[src/core/tcw_pkg.sv]
// Package for the calibration walker: addresses, tags, offsets, registers
package tcw_pkg;
  localparam logic [15:0] SEG_BASE      = 16'h10C0;
  localparam logic [15:0] FIRST_TAG     = 16'h10C2;
  localparam logic [15:0] SEG_END       = 16'h10FF;
  localparam int          SEG_WORDS     = 31;
  localparam logic [7:0]  TAG_EMPTY     = 8'hFE;
  localparam logic [7:0]  OSC_CAL_TAG   = 8'h01;
  localparam logic [7:0]  CONV_CAL_TAG  = 8'h08;
  localparam logic [7:0]  OSC_STEP_MIN  = 8'h00;
  localparam int          FRAC_BITS     = 15;
  // Converter record word offsets (bytes past the record data start)
  localparam logic [3:0]  OFF_GAIN      = 4'h0;
  localparam logic [3:0]  OFF_OFFSET    = 4'h2;
  localparam logic [3:0]  OFF_LOW_REF   = 4'h4;
  localparam logic [3:0]  OFF_LOW_T30   = 4'h6;
  localparam logic [3:0]  OFF_LOW_T85   = 4'h8;
  localparam logic [3:0]  OFF_HIGH_REF  = 4'hA;
  localparam logic [3:0]  OFF_HIGH_T30  = 4'hC;
  localparam logic [3:0]  OFF_HIGH_T85  = 4'hE;
  localparam int          CONV_WORDS    = 8;
  // Wishbone register byte addresses
  localparam logic [7:0]  REG_CTRL      = 8'h00;
  localparam logic [7:0]  REG_STATUS    = 8'h04;
  localparam logic [7:0]  REG_IRQ       = 8'h08;
  localparam logic [7:0]  REG_MASK      = 8'h0C;
  localparam logic [7:0]  REG_RAW       = 8'h10;
  localparam logic [7:0]  REG_RESULT    = 8'h14;
  localparam logic [7:0]  REG_CAL_BASE  = 8'h20;
  localparam logic [7:0]  REG_OSC       = 8'h40;
  localparam logic [2:0]  MASK_RESET    = 3'h0;
  localparam logic [1:0]  FREQ_RESET    = 2'h0;
  // Interrupt bits
  localparam int          IRQ_DONE      = 0;
  localparam int          IRQ_BAD_SUM   = 1;
  localparam int          IRQ_CORR      = 2;
  typedef enum logic [3:0] {
    ST_IDLE   = 4'b0000,
    ST_SUM_RD = 4'b0001,
    ST_SUM_CK = 4'b0010,
    ST_TAG_RD = 4'b0011,
    ST_DECODE = 4'b0100,
    ST_DAT_RD = 4'b0101,
    ST_OSC_CLR= 4'b0110,
    ST_OSC_RNG= 4'b0111,
    ST_OSC_STP= 4'b1000,
    ST_NEXT   = 4'b1001,
    ST_DONE   = 4'b1010
  } tcw_state_t;
endpackage : tcw_pkg

[src/core/tcw_walker.sv]
// Calibration record walker with Wishbone registers and correction unit
//
// Added by the designer: register access over Wishbone and the register offsets.
`timescale 1ns/1ps
`default_nettype none
// What this block does
// - Base word is a checksum over every byte from first tag up.
// - XOR of 31 data words plus checksum must be zero, else data unused.
// - Record search starts at first tag address; byte there is a tag code.
// - Byte after the tag is an unsigned record length.
// - Next tag sits at tag address plus two plus length.
// - Chain followed over whole segment, for records at even addresses only; the walker also chains to an odd next tag address without checking.
// - Tag 0xFE unused, 0x01 oscillator data, 0x08 converter data.
// - Oscillator pairs: 1 MHz range at offset 7, 16 MHz step at 0.
// - Range byte goes to range select, step byte to step/modulation.
// - Clear step/modulation first, then write range, then step.
// - Converter record: eight words; gain at 0, offset at 2, low ref at 4.
// - Temperature results at 6, 8, 0xC, 0xE; high ref factor at 0xA.
// - Reference factor is measured over nominal voltage times 2^15.
// - Correction: raw result times reference factor, divided by 2^15.
// - Oscillator data is read relative to its tag location.
// - With gain and offset, apply gain first then add signed offset.
module tcw_walker (
  input  wire logic        clk,
  input  wire logic        arst_n,
  // Wishbone classic slave
  input  wire logic        wb_cyc_i,
  input  wire logic        wb_stb_i,
  input  wire logic        wb_we_i,
  input  wire logic [7:0]  wb_adr_i,
  input  wire logic [3:0]  wb_sel_i,
  input  wire logic [31:0] wb_dat_i,
  output logic      [31:0] wb_dat_o,
  output logic             wb_ack_o,
  output logic             irq,
  // Information memory word read port, one cycle latency
  output logic             info_rd,
  output logic      [15:0] info_addr,
  input  wire logic [15:0] info_rdata,
  // Clock control register write ports
  output logic             range_select_we,
  output logic      [7:0]  range_select_reg,
  output logic             osc_step_mod_we,
  output logic      [7:0]  osc_step_mod_reg
);
  logic                 rst_s1;
  logic                 rst_n;
  tcw_pkg::tcw_state_t  state;
  logic [15:0]          tag_addr;
  logic [15:0]          rd_addr;
  logic [15:0]          sum;
  logic [7:0]           len;
  logic [7:0]           tag;
  logic [3:0]           idx;
  logic                 rd_pend;
  logic                 sum_bad;
  logic                 osc_seen;
  logic                 conv_seen;
  logic [15:0]          conv_cal [tcw_pkg::CONV_WORDS];
  logic [7:0]           osc_rng;
  logic [7:0]           osc_stp;
  logic [1:0]           freq_sel;
  logic [2:0]           irq_mask;
  logic [2:0]           irq_stat;
  logic [2:0]           irq_set;
  logic [2:0]           corr_mode;
  logic [11:0]          raw;
  logic [15:0]          result;
  logic                 start;
  logic                 corr_go;

  // Reset release through two flops
  // Assert at once, release only after two clean edges
  always_ff @(posedge clk or negedge arst_n) begin
    if (!arst_n) begin
      rst_s1 <= 1'b0;
      rst_n  <= 1'b0;
    end else begin
      rst_s1 <= 1'b1;
      rst_n  <= rst_s1;
    end
  end

  // Bus decode
  // Ack blocks a second take of a request still held
  wire        wb_req   = wb_cyc_i & wb_stb_i & ~wb_ack_o;
  wire        wb_wr    = wb_req & wb_we_i & wb_sel_i[0];
  wire        wb_rd    = wb_req & ~wb_we_i;
  wire        wr_ctrl  = wb_wr && wb_adr_i == tcw_pkg::REG_CTRL;
  wire        wr_mask  = wb_wr && wb_adr_i == tcw_pkg::REG_MASK;
  wire        wr_raw   = wb_wr && wb_adr_i == tcw_pkg::REG_RAW;
  wire        rd_irq   = wb_rd && wb_adr_i == tcw_pkg::REG_IRQ;
  wire        busy     = state != tcw_pkg::ST_IDLE;
  wire        cal_hit  = wb_adr_i[7:5] == 3'b001 && wb_adr_i[1:0] == 2'b00;
  wire [2:0]  cal_idx  = wb_adr_i[4:2];

  // Record data index within word-aligned reads
  // A wrap past the top address is caught when chaining
  wire [15:0] next_tag = tag_addr + 16'd2 + {8'h00, len};
  wire [7:0]  hi_byte  = info_rdata[15:8];
  wire [7:0]  lo_byte  = info_rdata[7:0];
  // Pair offset: 1 MHz at 6/7 down to 16 MHz at 0/1
  wire [3:0]  osc_off  = {1'b0, ~freq_sel, 1'b0};

  // Gain then offset; selected factor then 2^15 scale
  wire [15:0] factor   = corr_mode[1] ? conv_cal[tcw_pkg::OFF_GAIN[3:1]] :
                         corr_mode[0] ? conv_cal[tcw_pkg::OFF_HIGH_REF[3:1]] :
                                        conv_cal[tcw_pkg::OFF_LOW_REF[3:1]];
  // Raw is 12 bits and factor 16, so the scaled part fits 13 bits
  wire [27:0] product  = {16'h0000, raw} * {12'h000, factor};
  wire [15:0] scaled   = product[tcw_pkg::FRAC_BITS +: 13] > 13'h0 ?
                         {3'b000, product[tcw_pkg::FRAC_BITS +: 13]} : 16'h0;
  wire [15:0] with_off = scaled + conv_cal[tcw_pkg::OFF_OFFSET[3:1]];
  // Without a converter record the raw value passes unchanged
  wire [15:0] corr_val = !conv_seen ? {4'h0, raw} :
                         corr_mode[2] ? with_off : scaled;

  assign irq = |(irq_stat & irq_mask);

  // Bad sum raised as the walk ends, once sum_bad already stands
  wire        walk_end = state == tcw_pkg::ST_DONE;
  wire        bad_end  = walk_end && sum_bad;
  assign irq_set = {corr_go, bad_end, walk_end};

  // Wishbone slave: one-cycle ack, unmapped reads zero
  always_ff @(posedge clk or negedge rst_n) begin
    if (!rst_n) begin
      wb_ack_o  <= 1'b0;
      wb_dat_o  <= 32'h0000_0000;
      irq_mask  <= tcw_pkg::MASK_RESET;
      freq_sel  <= tcw_pkg::FREQ_RESET;
      corr_mode <= 3'h0;
      raw       <= 12'h000;
      start     <= 1'b0;
      corr_go   <= 1'b0;
    end else begin
      wb_ack_o <= wb_req;
      // Start while busy is dropped, not queued
      start    <= wr_ctrl & wb_dat_i[0] & ~busy;
      corr_go  <= wr_raw;
      if (wr_ctrl) begin
        freq_sel  <= wb_dat_i[2:1];
        corr_mode <= wb_dat_i[5:3];
      end
      if (wr_mask)
        irq_mask <= wb_dat_i[2:0];
      if (wr_raw)
        raw <= wb_dat_i[11:0];
      // Unmapped reads return zero; unmapped writes vanish
      if (wb_rd) begin
        case (wb_adr_i)
          tcw_pkg::REG_CTRL:   wb_dat_o <= {26'h0, corr_mode[2:0],
                                            freq_sel, 1'b0};
          tcw_pkg::REG_STATUS: wb_dat_o <= {27'h0, conv_seen, osc_seen,
                                            sum_bad, ~busy, busy};
          tcw_pkg::REG_IRQ:    wb_dat_o <= {29'h0, irq_stat};
          tcw_pkg::REG_MASK:   wb_dat_o <= {29'h0, irq_mask};
          tcw_pkg::REG_RAW:    wb_dat_o <= {20'h0, raw};
          tcw_pkg::REG_RESULT: wb_dat_o <= {16'h0, result};
          tcw_pkg::REG_OSC:    wb_dat_o <= {16'h0, osc_rng, osc_stp};
          default:             wb_dat_o <= cal_hit ?
                                 {16'h0, conv_cal[cal_idx]} : 32'h0000_0000;
        endcase
      end
    end
  end

  // Sticky status, read clears, set wins
  always_ff @(posedge clk or negedge rst_n) begin
    if (!rst_n)
      irq_stat <= 3'h0;
    else
      irq_stat <= (rd_irq ? 3'h0 : irq_stat) | irq_set;
  end

  // Corrected result register
  always_ff @(posedge clk or negedge rst_n) begin
    if (!rst_n)
      result <= 16'h0000;
    else if (corr_go)
      result <= corr_val;
  end

  // Walker
  always_ff @(posedge clk or negedge rst_n) begin
    if (!rst_n) begin
      state            <= tcw_pkg::ST_IDLE;
      tag_addr         <= tcw_pkg::FIRST_TAG;
      rd_addr          <= tcw_pkg::SEG_BASE;
      sum              <= 16'h0000;
      len              <= 8'h00;
      tag              <= 8'h00;
      idx              <= 4'h0;
      rd_pend          <= 1'b0;
      sum_bad          <= 1'b0;
      osc_seen         <= 1'b0;
      conv_seen        <= 1'b0;
      osc_rng          <= 8'h00;
      osc_stp          <= 8'h00;
      info_rd          <= 1'b0;
      info_addr        <= 16'h0000;
      range_select_we  <= 1'b0;
      range_select_reg <= 8'h00;
      osc_step_mod_we  <= 1'b0;
      osc_step_mod_reg <= 8'h00;
      for (int i = 0; i < tcw_pkg::CONV_WORDS; i++)
        conv_cal[i] <= 16'h0000;
    end else begin
      info_rd         <= 1'b0;
      range_select_we <= 1'b0;
      osc_step_mod_we <= 1'b0;
      case (state)
        tcw_pkg::ST_IDLE: begin
          if (start) begin
            rd_addr   <= tcw_pkg::SEG_BASE;
            sum       <= 16'h0000;
            sum_bad   <= 1'b0;
            osc_seen  <= 1'b0;
            conv_seen <= 1'b0;
            rd_pend   <= 1'b0;
            state     <= tcw_pkg::ST_SUM_RD;
          end
        end
        tcw_pkg::ST_SUM_RD: begin
          // One read in flight; data stands the cycle after it
          if (!rd_pend) begin
            info_rd   <= 1'b1;
            info_addr <= rd_addr;
            rd_pend   <= 1'b1;
          end else if (!info_rd) begin
            rd_pend <= 1'b0;
            if (rd_addr == tcw_pkg::SEG_BASE)
              sum <= sum;
            else
              sum <= sum ^ info_rdata;
            rd_addr <= rd_addr + 16'd2;
            if (rd_addr == tcw_pkg::SEG_END - 16'd1)
              state <= tcw_pkg::ST_SUM_CK;
          end
        end
        tcw_pkg::ST_SUM_CK: begin
          // Base word held aside: read it last
          if (!rd_pend) begin
            info_rd   <= 1'b1;
            info_addr <= tcw_pkg::SEG_BASE;
            rd_pend   <= 1'b1;
          end else if (!info_rd) begin
            rd_pend <= 1'b0;
            if ((sum + info_rdata) != 16'h0000) begin
              sum_bad <= 1'b1;
              state   <= tcw_pkg::ST_DONE;
            end else begin
              tag_addr <= tcw_pkg::FIRST_TAG;
              state    <= tcw_pkg::ST_TAG_RD;
            end
          end
        end
        tcw_pkg::ST_TAG_RD: begin
          if (!rd_pend) begin
            info_rd   <= 1'b1;
            info_addr <= tag_addr;
            rd_pend   <= 1'b1;
          end else if (!info_rd) begin
            rd_pend <= 1'b0;
            tag   <= lo_byte;
            len   <= hi_byte;
            idx   <= 4'h0;
            state <= tcw_pkg::ST_DECODE;
          end
        end
        tcw_pkg::ST_DECODE: begin
          case (tag)
            tcw_pkg::OSC_CAL_TAG,
            tcw_pkg::CONV_CAL_TAG: state <= tcw_pkg::ST_DAT_RD;
            default:               state <= tcw_pkg::ST_NEXT;
          endcase
        end
        tcw_pkg::ST_DAT_RD: begin
          if (!rd_pend) begin
            info_rd   <= 1'b1;
            info_addr <= tag_addr + 16'd2 +
                         {12'h000, tag == tcw_pkg::OSC_CAL_TAG ? osc_off : idx};
            rd_pend   <= 1'b1;
          end else if (!info_rd) begin
            rd_pend <= 1'b0;
            if (tag == tcw_pkg::OSC_CAL_TAG) begin
              // range upper, step lower
              // Only the chosen pair is read; others stay untouched
              osc_rng  <= hi_byte;
              osc_stp  <= lo_byte;
              osc_seen <= 1'b1;
              state    <= tcw_pkg::ST_OSC_CLR;
            end else begin
              // store eight words
              // Words land by index, so the slot follows the offset
              conv_cal[idx[3:1]] <= info_rdata;
              idx <= idx + 4'd2;
              if (idx == tcw_pkg::OFF_HIGH_T85) begin
                conv_seen <= 1'b1;
                state     <= tcw_pkg::ST_NEXT;
              end
            end
          end
        end
        tcw_pkg::ST_OSC_CLR: begin
          // lowest step first
          // Keeps the oscillator low while the range changes
          osc_step_mod_we  <= 1'b1;
          osc_step_mod_reg <= tcw_pkg::OSC_STEP_MIN;
          state            <= tcw_pkg::ST_OSC_RNG;
        end
        tcw_pkg::ST_OSC_RNG: begin
          range_select_we  <= 1'b1;
          range_select_reg <= osc_rng;
          state            <= tcw_pkg::ST_OSC_STP;
        end
        tcw_pkg::ST_OSC_STP: begin
          osc_step_mod_we  <= 1'b1;
          osc_step_mod_reg <= osc_stp;
          state            <= tcw_pkg::ST_NEXT;
        end
        tcw_pkg::ST_NEXT: begin
          // chain to segment end
          // A length running past the segment end stops the walk
          tag_addr <= next_tag;
          if (next_tag >= tcw_pkg::SEG_END || next_tag < tag_addr)
            state <= tcw_pkg::ST_DONE;
          else
            state <= tcw_pkg::ST_TAG_RD;
        end
        tcw_pkg::ST_DONE: state <= tcw_pkg::ST_IDLE;
        default:          state <= tcw_pkg::ST_IDLE;
      endcase
    end
  end
endmodule : tcw_walker
`default_nettype wire

[config.mk]
export PLATFORM = sky130hd
export DESIGN_NAME = tcw_walker
export DESIGN_NICKNAME = d
export VERILOG_FILES = /design/src/core/tcw_pkg.sv /design/src/core/tcw_walker.sv
export SDC_FILE = /design/constraint.sdc
export NUM_CORES = 1
export LEC_CHECK = 0
export BUFFER_PORTS_ARGS = -buffer_cell sky130_fd_sc_hd__clkbuf_2
export CORE_MARGIN = 2
export CORE_UTILIZATION = 50
export DETAILED_ROUTE_END_ITERATION = 10
export GPL_TIMING_DRIVEN = 0
export PLACE_DENSITY = 0.72
export SKIP_CTS_REPAIR_TIMING = 1
export SLEW_MARGIN = 10
export SYNTH_ARGS = -nofsm -noshare
export SYNTH_HDL_FRONTEND = slang
export SYNTH_SLANG_ARGS = --single-unit
[constraint.sdc]
create_clock -name clk -period 10.64 [get_ports clk]
set_input_delay 1.596 -clock clk [delete_from_list [all_inputs] [get_ports clk]]
set_output_delay 1.596 -clock clk [all_outputs]
set_load 0.01 [all_outputs]
# Word level (Yosys, flattened, before mapping)
# Cells that the tools add are included.
[op_classes] n_eq_ne=43 mul=1 mux=77 order_cmp=6 bitwise=18 n_reduce_logical=38 add_sub_neg=7
[ops] operator="$mux W16" n=22
[ops] operator="$bwmux W128" n=1
[ops] operator="$pmux W16 S7" n=1
[ops] operator="$pmux W16 S2" n=3
[ops] operator="$mux W4" n=21
[ops] operator="$pmux W16 S4" n=1
[ops] operator="$bmux W16 S3" n=1
[ops] operator="$demux W16 S3" n=1
[ops] operator="$ne A2 B2 Y1 const B" n=20
[ops] operator="$pmux W4 S10" n=1
[ops] operator="$add A16 B2 Y16 const B" n=2
[ops] operator="$eq A16 B13 Y1 const B" n=2
[ops] operator="$mul A12 B16 Y28" n=1
[ops] operator="$eq A8 B4 Y1 const B" n=3
[ops] operator="$reduce_and A5 Y1" n=4
[ops] operator="$mux W1" n=17
[ops] operator="$add A13 B16 Y16" n=1
[ops] operator="$add A16 B16 Y16" n=1
[ops] operator="$add A16 B4 Y16" n=1
[ops] operator="$add A16 B8 Y16" n=1
[ops] operator="$eq A4 B3 Y1 const B" n=4
[ops] operator="$eq A4 B4 Y1 const B" n=4
[ops] operator="$eq A8 B5 Y1 const B" n=2
[ops] operator="$ge A16 B13 Y1 const B" n=1
[ops] operator="other kinds (40)" n=74
[totals] reg_bits=331 wordCells=229

# Logic depth before layout (Yosys ltp)
[depth] word_depth=8 ltp_mapped=36 depth_no_buf=33

# Worst setup path after synthesis
# OpenSTA, ideal clock, no wires.
[synth_path] kind="reg-to-reg" startpoint="register corr_mode[0]" endpoint="register result[15]" stages_incl_launch_ff=36 n_path_buf=3 path_slack_ns=2.705 period_less_slack_ns=7.935 arrival_ns=7.814 path_cell_list="dfrtp_1 -> buf_6 -> buf_1 -> mux2i_1 -> o21ai_0 -> clkbuf_1 -> and2_1 -> fa_1 -> inv_1 -> fa_1 -> inv_1 -> fa_1 -> fa_1 -> inv_1 -> fa_1 -> inv_1 -> ha_1 -> a21oi_1 -> nand2_1 -> a21o_1 -> a211oi_1 -> a21oi_1 -> a21oi_1 -> xnor2_1 -> inv_1 -> ha_1 -> a21o_1 -> a21oi_1 -> nor2b_1 -> nor4_1 -> nor3_1 -> o31ai_1 -> o21ai_0 -> nand3_1 -> xnor2_1 -> a22o_1"
[synth_between] elab_chain_len=8
[synth_lines] item="start: declaration" line_no="tcw_walker.sv:66" text="logic [2:0] corr_mode;"
[synth_lines] item="start signal: assignment" line_no="tcw_walker.sv:143" text="corr_mode <= wb_dat_i[5:3];"
[synth_lines] item="$mux W16 (*)" line_no="tcw_walker.sv:107" text="corr_mode[0] ? conv_cal[tcw_pkg::OFF_HIGH_REF[3:1]] :"
[synth_lines] item="$mux W16 (*)" line_no="tcw_walker.sv:106" text="wire [15:0] factor = corr_mode[1] ? conv_cal[tcw_pkg::OFF_GAIN[3:1]] :"
[synth_lines] item="$mul A12 B16 Y28 (*)" line_no="tcw_walker.sv:110" text="wire [27:0] product = {16'h0000, raw} * {12'h000, factor};"
[synth_lines] item="$gt A13 B1 Y1" line_no="tcw_walker.sv:111" text="wire [15:0] scaled = product[tcw_pkg::FRAC_BITS +: 13] > 13'h0 ?"
[synth_lines] item="$mux W13 (*)" line_no="tcw_walker.sv:111"
[synth_lines] item="$add A13 B16 Y16 (*)" line_no="tcw_walker.sv:113" text="wire [15:0] with_off = scaled + conv_cal[tcw_pkg::OFF_OFFSET[3:1]];"
[synth_lines] item="$mux W16 (*)" line_no="tcw_walker.sv:116" text="corr_mode[2] ? with_off : scaled;"
[synth_lines] item="$mux W16 (*)" line_no="tcw_walker.sv:115" text="wire [15:0] corr_val = !conv_seen ? {4'h0, raw} :"
[synth_lines] item="end signal: assignment" line_no="tcw_walker.sv:181" text="result <= corr_val;"
[synth_lines] item="end: declaration" line_no="tcw_walker.sv:68" text="logic [15:0] result;"
# Mark *: on every way between the ends. The rest lies on a longest branch, timed or not.
# A chain may end at the register's enable or synchronous reset.

# Worst setup path after layout
# Same ends and word-level chain as after synthesis.

==> key figures <==
Finish
  • Area of the multi-input gates: 13,700 µm²
  • FILL cells: approximately 4,000
  • Share of cells above drive strength 1: between 10% and 20%
  • Final net count: between 2,000 and 3,000
  • Layout area overhead: 11.3%
  • Fin util: 56.2%
  • FF/Latch Area: 7850 µm²
  • Max reg flops: roughly 130
  • Non-Filler Instances: approximately 3,000
  • N_diodes: 0
  • Register with the most flip-flops: conv_cal

Worst setup path
  • Startpoint types: flop
  • Kind of critical path: flop to flop
  • Slowest stage delay, CP: about 0.66 ns
  • Critical Path Slowest Stage Cell: buf_1
  • Required @ worst endpoint: between 10 and 15 ns
  • Cell with the most instances on the worst path: fa_1
  • CP max FO: 10
  • Crit end category: flop
  • Crit path DAT: 10.30 ns

Floorplan
  • Core Area: 45,300 µm²
  • Die Ht: 218 µm
  • Die width: 218 µm
  • Starting density of the core: between 50% and 60%
  • Row Count: 78
  • I/O Pins: approximately 130
  • Die Area: between 40,000 and 50,000 µm²

Timing
  • Tmin final: ~9.9 ns
  • Clk_skew: 0.0290 ns
  • Unrepaired setup endpoints after global routing: no
  • Setup violations, final: 0
  • Final hold vios: 0
  • Slew HR: roughly a fifth
  • Crit share post-route: ~93%
  • Final TNS setup: 0 ns
  • Max Transition Viols Final: 0
  • Fmax: approximately 100 MHz
  • Worst slew pin tran: ~1.2 ns
  • Hold Slack: around 0.35 ns

Detailed routing
  • Drt drc: 0
  • Vias: 17,764
  • Post-DR vias/cell: about 5.8
  • 1st-iter DRT viols: around 1,500
  • TritonRoute pass-1 iters: 6
  • WL/cell: between 20 and 25 µm
  • Post-Route WL: approximately 64,000 µm
  • Post-DRT Antenna Nets: 0

Global route
  • First-pass GRT wire length: ~100,000 µm
  • Pin count of the biggest net entering global routing: between 60 and 70
  • Grt ovf: 0
  • Vias in the first global route: roughly 18,000
  • GRT Total Usage: around 28%
  • Initial antenna violation count: 2

Synth
  • Synthesized area: 22,900 µm²
  • Distinct cells, synth: 80
  • Flip-flop and latch count after synthesis: approximately 310
  • Top cells by count, synth: dfrtp_1, nand2_1, inv_1
  • Gate Count Post-Synth: 2,273
  • Post-synthesis sequential area ratio: around 34%
  • Avg Inst Size Synth: just over 10 µm²
  • Post-synth EDFFs: 0
  • Yosys top cell area share: 33.5%
  • Post-synth ARST share: 100%
  • Top cells by area, synth: dfrtp_1, fa_1, mux2_2, ha_1, nand2_1
  • Count leader, synth: dfrtp_1
  • Syn. warnings: 0
  • Cell taking the most area after synthesis: dfrtp_1
  • Ys flop type: dfrtp_1

Pwr
  • Worst VDD drop: about 250 µV
  • PD cells: 169 nW/µm²
  • P_leak: roughly 12 nW

Clocking
  • Clock transition at path regs: roughly 0.060 ns
  • Clock Latency Late Sink: ~0.53 ns
  • Clock tree buffer depth: 3
  • TritonCTS Buffers: 35
  • TritonCTS clock tree: yes
  • Clk sink count: 313
  • H-tree levels: 2
  • Clock tree root driver cell: clkbuf_16

Placed design
  • Detailed Place HPWL: about 50,000 µm
  • Port-buffer cells: 92
  • GPL Wtd Cong: approximately 0.94
  • Placed insts: 2,986

Flow run
  • Max-cap viol count: 0

Outcome
  • Status: completed

Min path
  • Hold Path Class: flop to flop
cell type report:
type	instances	share of cell area, %
multi-input cells	1616	53.7
flip-flops and latches	313	30.8
clock buffers	46	3.84
inverters	208	3.07
well taps	600	2.95
plain buffers	152	2.58
repair buffers	97	2.32
clock inverters	14	0.737
power breakdown:
part           internal [mW]  total (mW)  leakage (nW)  switching, mW
Clock                  0.746        1.24         0.579          0.498
Sequential              1.38        1.55          4.02          0.178
Combinational          0.620        1.51          7.46          0.888
Total                   2.74        4.31          12.1           1.56
stage by stage:
| step | setup WS, ns | instance area, µm² | total power [mW] |
|---|---|---|---|
| 6_report | 0.746 | 25500 | 4.31 |
| 5_1_grt | 0.241 | 25500 | 4.56 |
| 4_1_cts | 0.739 | 25500 | 4.30 |
| 3_5_place_dp | 0.798 | 24300 | 3.04 |
| 3_3_place_gp | -2.07 | 24200 | 2.98 |
| 2_1_floorplan | 1.28 | 23000 | 2.59 |
cells by family after synthesis:
| kind of cell | share of synthesized area [%] |
|---|---|
| DFF | 34.3 |
| other | 0.0328 |
| AOI/OAI and AO/OA | 10.5 |
| xor gates and xnor gates | 2.95 |
| adders and majority gates | 19.1 |
| buffers and inverters | 6.28 |
| and+or+nand+nor | 13.4 |
| muxes | 13.5 |
worst max-delay path: cells and delay by family (launching register included):
family	cells	cell delay [ns]
XOR/XNOR	2	0.31
adder cells (fa/ha/maj)	7	3.19
flip-flops	1	0.35
AND/OR/NAND/NOR	6	1.00
multiplexers	1	0.18
AO/OA/AOI/OAI	11	3.18
buffers and inverters	7	1.56
cells in the final DEF (no fill, tap or decap), types with 9 or more instances in the layout:
master / instances
fa_1: 144
mux2_2: 177
xnor2_1: 48
clkbuf_16: 35
clkbuf_1: 108
inv_1: 207
nand2_1: 290
o21a_1: 9
or3_1: 13
buf_2: 9
a21o_1: 14
nor4_1: 14
a211oi_1: 9
a31oi_1: 9
a22o_1: 32
xor2_1: 29
a21oi_1: 75
ha_1: 119
a22oi_1: 9
mux2i_1: 36
a222oi_1: 10
dfrtp_1: 305
mux4_2: 32
o21ai_0: 95
and3_1: 16
nor2b_1: 15
nand2b_1: 15
and2_1: 65
clkbuf_2: 92
nor3_1: 34
buf_4: 16
nor2_1: 123
a221oi_1: 20
conb_1: 18
nand4_1: 12
buf_1: 22
nand3_1: 25
metal layers:
| metal | routed length (µm) | track usage, % | vias up | part of all wire, % |
|---|---|---|---|---|
| li1 | - | - | 8055 | - |
| met5 | 11 | 0 | - | 0.017 |
| met1 | 27200 | 38.0 | 8936 | 42 |
| met2 | 29700 | 43.7 | 649 | 46 |
| met3 | 4900 | 5.56 | 122 | 7.6 |
| met4 | 2420 | 10.3 | 2 | 3.8 |
path summary, 6_finish.rpt:
| path | startpoint | depth (start not counted) | to | slack [ns] |
|---|---|---|---|---|
| worst max-delay path | corr_mode[0]$_DFFE_PN0P_ | 34 | result[15]$_DFFE_PN0P_ | 0.75 |
| worst min-delay path | rst_s1$_DFF_PN0_ | 0 | rst_n$_DFF_PN0_ | 0.35 |
| worst max register to register | corr_mode[0]$_DFFE_PN0P_ | 34 | result[15]$_DFFE_PN0P_ | 0.75 |
| worst min register to register | rst_s1$_DFF_PN0_ | 0 | rst_n$_DFF_PN0_ | 0.35 |
| max in group asynchronous | rst_n$_DFF_PN0_ | 3 | rd_addr[7]$_DFFE_PN1P_ | 8.79 |
| min in group asynchronous | rst_n$_DFF_PN0_ | 0 | range_select_we$_DFF_PN0_ | 0.40 |
Power figures use the tool's default switching activity.
